### src/logic/uart_sum_consts.svh
// Offsets, field positions, reset values and mode codes of the checksum block.
// Assumes inclusion by bare name from the package, checker and bench files.
`ifndef UART_SUM_CONSTS_SVH
`define UART_SUM_CONSTS_SVH

// ==========================================================
// Register indices (printed offsets, word index)
`define RECV_SUM_IDX 12'h2A2
`define SEND_SUM_IDX 12'h2A4
`define FIRST_PARAM_IDX 12'h2A5
`define LINE_CTL_TWO_IDX 12'h2AD
`define MODE_CTL_IDX 12'h2AB

// ==========================================================
// Byte address of an index is index times four
`define ADDR_BITS 14
`define SUM_RESET 8'h00
`define PARAM_RESET 9'h000
`define CTL_TWO_RESET 8'h00
`define MODE_RESET 4'h0
`define SUM_ENABLE_BIT 3
`define MODE_LSB 0
`define MODE_LIN_MASTER 4'hC
`define MODE_LIN_SLAVE 4'hB
`define PID_BITS 6
`define RESP_OKAY 2'h0
`define RESP_SLVERR 2'h2

`endif

### src/logic/uart_sum_pkg.sv
// Types shared by the checksum block and its bus slave.
// Assumes the constants header sits beside it.
`include "uart_sum_consts.svh"

package uart_sum_pkg;

    // Write request as taken by the bus slave
    typedef struct packed {
        logic [11:0] idx;
        logic [31:0] data;
        logic [3:0] strb;
    } reg_wr_s;

    // Byte event from the serializer or deserializer
    typedef struct packed {
        logic valid;
        logic is_pid;
        logic [7:0] data;
    } byte_evt_s;

    typedef enum logic [1:0] {
        AXI_IDLE,
        AXI_RESP
    } axi_state_e;

endpackage

### src/logic/axil_regs.sv
// AXI4-Lite slave front end: takes one write and one read at a time.
// Assumes the master holds valid and payload until taken.
`timescale 1ns/100ps

module axil_regs
(
    // Clock and reset
    input wire logic aclk,
    input wire logic aresetn,
    // Write address and data
    input wire logic [`ADDR_BITS-1:0] awaddr,
    input wire logic awvalid,
    output logic awready,
    input wire logic [31:0] wdata,
    input wire logic [3:0] wstrb,
    input wire logic wvalid,
    output logic wready,
    // Write response
    output logic [1:0] bresp,
    output logic bvalid,
    input wire logic bready,
    // Read address
    input wire logic [`ADDR_BITS-1:0] araddr,
    input wire logic arvalid,
    output logic arready,
    // Read data
    output logic [31:0] rdata,
    output logic [1:0] rresp,
    output logic rvalid,
    input wire logic rready,
    // Register file side
    output uart_sum_pkg::reg_wr_s wr,
    output logic wr_fire,
    input wire logic wr_ok,
    output logic [11:0] rd_idx,
    input wire logic [31:0] rd_data,
    input wire logic rd_ok
);

    logic aw_have_q, aw_have_d;
    logic w_have_q, w_have_d;
    logic [11:0] aw_idx_q, aw_idx_d;
    logic [31:0] w_data_q, w_data_d;
    logic [3:0] w_strb_q, w_strb_d;
    logic bvalid_q, bvalid_d;
    logic [1:0] bresp_q, bresp_d;
    logic rvalid_q, rvalid_d;
    logic [1:0] rresp_q, rresp_d;
    logic [31:0] rdata_q, rdata_d;
    logic awready_q, awready_d;
    logic wready_q, wready_d;
    logic arready_q, arready_d;
    logic fire;

    assign fire = aw_have_q && w_have_q && !bvalid_q;
    assign wr.idx = aw_idx_q;
    assign wr.data = w_data_q;
    assign wr.strb = w_strb_q;
    assign wr_fire = fire;
    assign rd_idx = araddr[`ADDR_BITS-1:2];

    // ==========================================================
    // Channel state
    always_comb
    begin
        aw_have_d = aw_have_q;
        w_have_d = w_have_q;
        aw_idx_d = aw_idx_q;
        w_data_d = w_data_q;
        w_strb_d = w_strb_q;
        bvalid_d = bvalid_q;
        bresp_d = bresp_q;
        rvalid_d = rvalid_q;
        rresp_d = rresp_q;
        rdata_d = rdata_q;
        if (awvalid && awready_q)
        begin
            aw_have_d = 1'b1;
            aw_idx_d = awaddr[`ADDR_BITS-1:2];
        end
        if (wvalid && wready_q)
        begin
            w_have_d = 1'b1;
            w_data_d = wdata;
            w_strb_d = wstrb;
        end
        if (fire)
        begin
            aw_have_d = 1'b0;
            w_have_d = 1'b0;
            bvalid_d = 1'b1;
            bresp_d = wr_ok ? `RESP_OKAY : `RESP_SLVERR;
        end
        else if (bvalid_q && bready)
            bvalid_d = 1'b0;
        if (arvalid && arready_q)
        begin
            rvalid_d = 1'b1;
            rdata_d = rd_data;
            rresp_d = rd_ok ? `RESP_OKAY : `RESP_SLVERR;
        end
        else if (rvalid_q && rready)
            rvalid_d = 1'b0;
        // Ready one cycle after an idle slot, so each takes at most one item
        awready_d = !aw_have_d && !(awvalid && awready_q);
        wready_d = !w_have_d && !(wvalid && wready_q);
        arready_d = !rvalid_d && !(arvalid && arready_q);
    end

    always_ff @(posedge aclk)
    begin
        if (!aresetn)
        begin
            aw_have_q <= 1'b0;
            w_have_q <= 1'b0;
            aw_idx_q <= 12'h000;
            w_data_q <= 32'h00000000;
            w_strb_q <= 4'h0;
            bvalid_q <= 1'b0;
            bresp_q <= `RESP_OKAY;
            rvalid_q <= 1'b0;
            rresp_q <= `RESP_OKAY;
            rdata_q <= 32'h00000000;
            awready_q <= 1'b0;
            wready_q <= 1'b0;
            arready_q <= 1'b0;
        end
        else
        begin
            aw_have_q <= aw_have_d;
            w_have_q <= w_have_d;
            aw_idx_q <= aw_idx_d;
            w_data_q <= w_data_d;
            w_strb_q <= w_strb_d;
            bvalid_q <= bvalid_d;
            bresp_q <= bresp_d;
            rvalid_q <= rvalid_d;
            rresp_q <= rresp_d;
            rdata_q <= rdata_d;
            awready_q <= awready_d;
            wready_q <= wready_d;
            arready_q <= arready_d;
        end
    end

    assign awready = awready_q;
    assign wready = wready_q;
    assign arready = arready_q;
    assign bvalid = bvalid_q;
    assign bresp = bresp_q;
    assign rvalid = rvalid_q;
    assign rresp = rresp_q;
    assign rdata = rdata_q;

endmodule

### src/logic/sum_accum.sv
// One 8-bit running checksum accumulator.
// Assumes byte events last one cycle and software loads arrive as one-cycle pulses.
`timescale 1ns/100ps

module sum_accum
(
    // Clock and reset
    input wire logic aclk,
    input wire logic aresetn,
    // Mode
    input wire logic lin_mode,
    input wire logic sum_enable,
    // Byte event
    input wire uart_sum_pkg::byte_evt_s evt,
    // Software load
    input wire logic load,
    input wire logic [7:0] load_value,
    // Result
    output logic [7:0] sum_q
);

    logic [7:0] sum_d;
    logic count_it;

    // ==========================================================
    // Which bytes count
    always_comb
    begin
        count_it = 1'b0;
        if (evt.valid)
        begin
            if (lin_mode)
                count_it = sum_enable || !evt.is_pid;
            else
                count_it = sum_enable;
        end
    end

    // ==========================================================
    // Accumulation; a byte in the load cycle lands on top of the new value
    always_comb
    begin
        sum_d = sum_q;
        if (load)
            sum_d = load_value;
        if (count_it)
            sum_d = sum_d + evt.data;
    end

    always_ff @(posedge aclk)
    begin
        if (!aresetn)
            sum_q <= `SUM_RESET;
        else
            sum_q <= sum_d;
    end

endmodule

### src/logic/uart_byte_checksum.sv
// Transmit and receive checksum accumulators of one UART channel, with registers.
// Assumes one-cycle byte strobes from the serializer and deserializer on aclk.
//
// Local design decision: register access over AXI4-Lite.
`timescale 1ns/100ps

module uart_byte_checksum
(
    // Clock and reset
    input wire logic aclk,
    input wire logic aresetn,
    // AXI4-Lite write address
    input wire logic [`ADDR_BITS-1:0] s_axi_awaddr,
    input wire logic s_axi_awvalid,
    output logic s_axi_awready,
    // AXI4-Lite write data
    input wire logic [31:0] s_axi_wdata,
    input wire logic [3:0] s_axi_wstrb,
    input wire logic s_axi_wvalid,
    output logic s_axi_wready,
    // AXI4-Lite write response
    output logic [1:0] s_axi_bresp,
    output logic s_axi_bvalid,
    input wire logic s_axi_bready,
    // AXI4-Lite read address
    input wire logic [`ADDR_BITS-1:0] s_axi_araddr,
    input wire logic s_axi_arvalid,
    output logic s_axi_arready,
    // AXI4-Lite read data
    output logic [31:0] s_axi_rdata,
    output logic [1:0] s_axi_rresp,
    output logic s_axi_rvalid,
    input wire logic s_axi_rready,
    // Byte strobes from the serial engines
    input wire logic tx_byte_sent,
    input wire logic tx_byte_is_pid,
    input wire logic [7:0] tx_byte,
    input wire logic rx_byte_recv,
    input wire logic rx_byte_is_pid,
    input wire logic [7:0] rx_byte,
    // Configuration towards the serial engines
    output logic [3:0] mode_q,
    output logic sum_enable_q,
    output logic [5:0] lin_pid_q
);

    uart_sum_pkg::reg_wr_s wr;
    uart_sum_pkg::byte_evt_s tx_evt;
    uart_sum_pkg::byte_evt_s rx_evt;
    logic wr_fire;
    logic wr_ok;
    logic [11:0] rd_idx;
    logic [31:0] rd_data;
    logic rd_ok;
    logic [7:0] send_sum_value;
    logic [7:0] recv_sum_value;
    logic [8:0] first_parameter_q, first_parameter_d;
    logic [7:0] ctl_two_q, ctl_two_d;
    logic [3:0] mode_d;
    logic lin_mode;
    logic load_send;
    logic load_recv;

    // ==========================================================
    // Decoding shared by read and write paths
    function automatic logic idx_mapped(input logic [11:0] idx);
        idx_mapped = (idx == `RECV_SUM_IDX) || (idx == `SEND_SUM_IDX) ||
            (idx == `FIRST_PARAM_IDX) || (idx == `LINE_CTL_TWO_IDX) ||
            (idx == `MODE_CTL_IDX);
    endfunction

    function automatic logic is_lin(input logic [3:0] m);
        is_lin = (m == `MODE_LIN_MASTER) || (m == `MODE_LIN_SLAVE);
    endfunction

    // ==========================================================
    // Bus slave
    axil_regs u_bus
    (
        .aclk(aclk),
        .aresetn(aresetn),
        .awaddr(s_axi_awaddr),
        .awvalid(s_axi_awvalid),
        .awready(s_axi_awready),
        .wdata(s_axi_wdata),
        .wstrb(s_axi_wstrb),
        .wvalid(s_axi_wvalid),
        .wready(s_axi_wready),
        .bresp(s_axi_bresp),
        .bvalid(s_axi_bvalid),
        .bready(s_axi_bready),
        .araddr(s_axi_araddr),
        .arvalid(s_axi_arvalid),
        .arready(s_axi_arready),
        .rdata(s_axi_rdata),
        .rresp(s_axi_rresp),
        .rvalid(s_axi_rvalid),
        .rready(s_axi_rready),
        .wr(wr),
        .wr_fire(wr_fire),
        .wr_ok(wr_ok),
        .rd_idx(rd_idx),
        .rd_data(rd_data),
        .rd_ok(rd_ok)
    );

    assign wr_ok = idx_mapped(wr.idx);
    assign rd_ok = idx_mapped(rd_idx);

    // Narrow registers live in byte lane 0; upper lanes are ignored, except lane 1 for bit 8 of the first parameter
    assign load_send = wr_fire && wr.strb[0] && (wr.idx == `SEND_SUM_IDX);
    assign load_recv = wr_fire && wr.strb[0] && (wr.idx == `RECV_SUM_IDX);

    // ==========================================================
    // Read mux
    always_comb
    begin
        rd_data = 32'h00000000;
        case (rd_idx)
            `RECV_SUM_IDX: rd_data = {24'h000000, recv_sum_value};
            `SEND_SUM_IDX: rd_data = {24'h000000, send_sum_value};
            `FIRST_PARAM_IDX: rd_data = {23'h000000, first_parameter_q};
            `LINE_CTL_TWO_IDX: rd_data = {24'h000000, ctl_two_q};
            `MODE_CTL_IDX: rd_data = {28'h0000000, mode_q};
            default: rd_data = 32'h00000000;
        endcase
    end

    // ==========================================================
    // Control registers
    always_comb
    begin
        first_parameter_d = first_parameter_q;
        ctl_two_d = ctl_two_q;
        mode_d = mode_q;
        if (wr_fire)
        begin
            if (wr.idx == `FIRST_PARAM_IDX)
            begin
                if (wr.strb[0])
                    first_parameter_d[7:0] = wr.data[7:0];
                if (wr.strb[1])
                    first_parameter_d[8] = wr.data[8];
            end
            if ((wr.idx == `LINE_CTL_TWO_IDX) && wr.strb[0])
                ctl_two_d = wr.data[7:0];
            if ((wr.idx == `MODE_CTL_IDX) && wr.strb[0])
                mode_d = wr.data[3:0];
        end
    end

    always_ff @(posedge aclk)
    begin
        if (!aresetn)
        begin
            first_parameter_q <= `PARAM_RESET;
            ctl_two_q <= `CTL_TWO_RESET;
            mode_q <= `MODE_RESET;
            sum_enable_q <= 1'b0;
            lin_pid_q <= 6'h00;
        end
        else
        begin
            first_parameter_q <= first_parameter_d;
            ctl_two_q <= ctl_two_d;
            mode_q <= mode_d;
            sum_enable_q <= ctl_two_d[`SUM_ENABLE_BIT];
            lin_pid_q <= first_parameter_d[`PID_BITS-1:0];
        end
    end

    assign lin_mode = is_lin(mode_q);

    // ==========================================================
    // Accumulators
    assign tx_evt.valid = tx_byte_sent;
    assign tx_evt.is_pid = tx_byte_is_pid;
    assign tx_evt.data = tx_byte;
    assign rx_evt.valid = rx_byte_recv;
    assign rx_evt.is_pid = rx_byte_is_pid;
    assign rx_evt.data = rx_byte;

    // Selection of counted bytes and the wrap lives in the accumulator
    sum_accum u_send_sum
    (
        .aclk(aclk),
        .aresetn(aresetn),
        .lin_mode(lin_mode),
        .sum_enable(ctl_two_q[`SUM_ENABLE_BIT]),
        .evt(tx_evt),
        .load(load_send),
        .load_value(wr.data[7:0]),
        .sum_q(send_sum_value)
    );

    sum_accum u_recv_sum
    (
        .aclk(aclk),
        .aresetn(aresetn),
        .lin_mode(lin_mode),
        .sum_enable(ctl_two_q[`SUM_ENABLE_BIT]),
        .evt(rx_evt),
        .load(load_recv),
        .load_value(wr.data[7:0]),
        .sum_q(recv_sum_value)
    );

endmodule

### config.mk
export PLATFORM = sky130hd
export DESIGN_NAME = uart_byte_checksum
export DESIGN_NICKNAME = d
export VERILOG_FILES = /design/src/logic/uart_sum_pkg.sv /design/src/logic/axil_regs.sv /design/src/logic/sum_accum.sv /design/src/logic/uart_byte_checksum.sv
export VERILOG_INCLUDE_DIRS = /design/src /design/src/logic
export SDC_FILE = /design/constraint.sdc
export NUM_CORES = 1
export LEC_CHECK = 0
export BUFFER_PORTS_ARGS = -buffer_cell sky130_fd_sc_hd__buf_2
export CORE_MARGIN = 4
export CORE_UTILIZATION = 50
export DETAILED_ROUTE_END_ITERATION = 10
export HOLD_SLACK_MARGIN = 0.02
export PLACE_DENSITY = 0.8
export SYNTH_ARGS = -nofsm -noshare
export SYNTH_HDL_FRONTEND = slang
export SYNTH_HIERARCHICAL = 1
export SYNTH_SLANG_ARGS = --single-unit
### constraint.sdc
create_clock -name aclk -period 7.7 [get_ports aclk]
set_input_delay 0.385 -clock aclk [delete_from_list [all_inputs] [get_ports aclk]]
set_output_delay 0.385 -clock aclk [all_outputs]
set_load 0.03 [all_outputs]
==> flow_metrics.py <==
metrics = {
    "run_status": {
        "run_status": "finished, final reports clean",
    },
    "route": {
        "initialDrtViolationCount": 167,
        "avgViaCountPerCell": 5.27,
        "route.detailed.wl_per_inst_microns": 14.5,
        "routed_vias": 4458,
        "drc": 0,
        "postRouteAntennaNets": 0,
        "wl_mm": 12.3,
        "drt-pass1-iter-count": 5,
    },
    "global_routing": {
        "grt_use_total_pct": 19.5,
        "grt_antenna_before_repair": 0,
        "wire_length_of_the_first_global_routing_pass_mm": 20.4,
        "first_global_vias": 4407,
        "grt_overflow": 0,
        "maximum_number_of_pins_on_one_net_before_global_route_repair": 103,
    },
    "pwr": {
        "max-vdd-ir-drop_mv": 0.0974,
        "p_leak_nw": 2.56,
        "powerDensity_mw_per_mm2": 164,
        "total_power_mw": 0.983,
    },
    "floorplanning": {
        "die_w_microns": 111,
        "die_area_sq_mm": 0.0124,
        "core.rowCount": 37,
        "core_area_sq_mm": 0.0104,
        "die_y_microns": 111,
        "design.portCount": 143,
        "floorplan.initialDensity_pct": 51.6,
    },
    "critical_path": {
        "worst-setup-path-type": "reg -> reg",
        "critPathRequiredTime_ns": 7.99,
        "crit_path_end_kind": "flip-flop",
        "crit_start": "u_bus/aw_idx_q[8]",
        "worstRegToRegCells": 12,
        "cp.arrival_ns": 4.73,
        "critPathLaunchType": "flip-flop",
        "timing.critical_path.fanout_max": 8,
        "r2r-start": "u_bus/aw_idx_q[8]",
    },
    "final_layout": {
        "seq_area_sq_mm": 0.00202,
        "final_net_count": 813,
        "antenna_cells_inserted": 0,
        "syn_to_final_growth_pct": 12.1,
        "filler_cell_count": 956,
        "multi_input_area_sq_mm": 0.00300,
        "finalInstanceArea_sq_mm": 0.00600,
        "layout-drive-gt1-share_pct": 23.2,
    },
    "logic_synthesis": {
        "synthCells": 613,
        "synth_area_sq_mm": 0.00536,
        "avgSynthCellArea_sq_um": 8.74,
        "ys.warnings.count": 6,
    },
    "worst_hold_path": {
        "hold_path_startpoint": "s_axi_wdata[6]",
        "hold_path_depth": 3,
        "hold_class": "in -> reg",
    },
    "timing": {
        "finalClockSkew_ns": 0.0120,
        "final.min_clock_period_ns": 4.44,
        "tightest_slew_ns": 1.15,
        "timing.final.max_slew_violations": 0,
        "final-setup-viol-count": 0,
        "hold_violations": 0,
        "final.setup.worst_slack_ns": 3.26,
        "unrepaired_setup_endpoints_after_global_routing": "no",
        "sum_neg_setup_slack_ns": 0,
        "fin_crit_sh_pct": 57.6,
        "timing.slew.headroom_pct": 22.7,
        "fmax_ghz": 0.225,
    },
    "job": {
        "total_of_max_cap_violations": 0,
    },
    "clocking": {
        "holdBufCountCts": 0,
        "cts_tree": "done",
        "cts_max_path_buffers": 2,
        "clk_transition_reported_paths_ns": 0.09,
        "cts_inserted_buffers": 9,
        "cts.sink_count": 101,
        "clockRootBuffer": "sky130_fd_sc_hd__clkbuf_8",
        "cts-htree-levels": 3,
        "post_cts_resize_count": 0,
        "cts_setup_buffers": 0,
        "clk_latency_worst_skew_pair_ns": 0.35,
    },
    "place": {
        "postPlaceCellArea_sq_mm": 0.00581,
        "dp_hpwl_mm": 9.31,
        "finalWeightedCongestion": 0.889,
        "port-buffer-count": 111,
        "dp_worst_setup_slack_ns": 3.26,
    },
}
-- state kept, by name (all words and copies together), names as in the netlist --
register           cells
u_bus/rvalid           1
u_bus/awready          1
u_bus/rresp            1
u_bus/aw_have_q        1
u_bus/wready           1
first_parameter_q      3
ctl_two_q              8
mode_q                 4
u_bus/rdata           32
u_bus/aw_idx_q        12
u_bus/arready          1
u_bus/bvalid           1
u_bus/bresp            1
u_bus/w_have_q         1
lin_pid_q              6
u_recv_sum/sum_q       8
u_send_sum/sum_q       8
u_bus/w_strb_q         2
u_bus/w_data_q         9
-- path summary, 6_finish.rpt --
path	to	slack (ns)
setup / recovery	u_recv_sum/sum_q[6]	3.26
hold reg to reg	u_bus/rdata[6]	0.45
setup reg to reg	u_recv_sum/sum_q[6]	3.26
hold / removal	u_bus/w_data_q[6]	0.27
-- critical path: stages, from the launching register on --
cell and delay [ns]:
sky130_fd_sc_hd__dfxtp_1 0.32, sky130_fd_sc_hd__or4b_1 0.72, sky130_fd_sc_hd__or3_2 0.53, sky130_fd_sc_hd__nor3_1 0.88, sky130_fd_sc_hd__mux2_1 0.31, sky130_fd_sc_hd__ha_1 0.22, sky130_fd_sc_hd__inv_1 0.07, sky130_fd_sc_hd__fa_1 0.37
sky130_fd_sc_hd__and2b_1 0.23, sky130_fd_sc_hd__o21a_2 0.15, sky130_fd_sc_hd__o211ai_1 0.12, sky130_fd_sc_hd__a2111o_1 0.38, sky130_fd_sc_hd__nand3_1 0.08
-- per-layer routing --
| layer | track usage, % | vias to the layer above | part of all wire, % |
|---|---|---|---|
| met1 | 24.3 | 2041 | 41 |
| met5 | 0 | - | 0 |
| met2 | 33.9 | 151 | 50 |
| li1 | - | 2246 | - |
| met3 | 4.18 | 20 | 7.0 |
| met4 | 5.84 | 0 | 1.8 |
-- report_power, final --
group	switching, mW	internal (mW)	leakage [nW]	total, mW
logic	0.0668	0.0394	1.65	0.106
clock network	0.171	0.158	0.0927	0.329
registers	0.0109	0.537	0.820	0.547
total	0.248	0.734	2.56	0.983
-- layout make-up --
| type | count | share of cell area [%] |
|---|---|---|
| Clock inverter | 3 | 0.771 |
| Clock buffer | 12 | 2.42 |
| Timing Repair Buffer | 113 | 9.51 |
| Sequential cell | 101 | 33.7 |
| Multi-Input combinational cell | 468 | 50.0 |
| Tap cell | 136 | 2.84 |
| Inverter | 13 | 0.813 |
-- stage by stage --
stage	hold WS (ns)	utilization (%)	instances
CTS	0.254	57.9	846
finish	0.274	57.9	846
floorplan	0.431	-	636
global placement	0.438	56.0	831
global route	0.256	57.9	846
detailed placement	0.444	56.0	831
-- cell usage in the layout (no fill, tap or decap), types with 5 or more instances in the layout --
| cell | instances |
|---|---|
| sky130_fd_sc_hd__a211o_1 | 5 |
| sky130_fd_sc_hd__a21boi_0 | 19 |
| sky130_fd_sc_hd__a21boi_1 | 28 |
| sky130_fd_sc_hd__a21boi_2 | 11 |
| sky130_fd_sc_hd__a21oi_1 | 14 |
| sky130_fd_sc_hd__and2_1 | 6 |
| sky130_fd_sc_hd__buf_2 | 111 |
| sky130_fd_sc_hd__clkbuf_8 | 10 |
| sky130_fd_sc_hd__conb_1 | 25 |
| sky130_fd_sc_hd__dfxtp_1 | 101 |
| sky130_fd_sc_hd__ha_1 | 14 |
| sky130_fd_sc_hd__inv_1 | 11 |
| sky130_fd_sc_hd__mux2_1 | 8 |
| sky130_fd_sc_hd__mux2_2 | 13 |
| sky130_fd_sc_hd__mux2i_1 | 28 |
| sky130_fd_sc_hd__nand2_1 | 168 |
| sky130_fd_sc_hd__nand2b_1 | 5 |
| sky130_fd_sc_hd__nor2_1 | 15 |
| sky130_fd_sc_hd__nor2b_1 | 8 |
| sky130_fd_sc_hd__nor3_1 | 8 |
| sky130_fd_sc_hd__o21a_1 | 5 |
| sky130_fd_sc_hd__o21ai_0 | 6 |
| sky130_fd_sc_hd__o21ai_1 | 6 |
(Power assumes the default switching activity.)
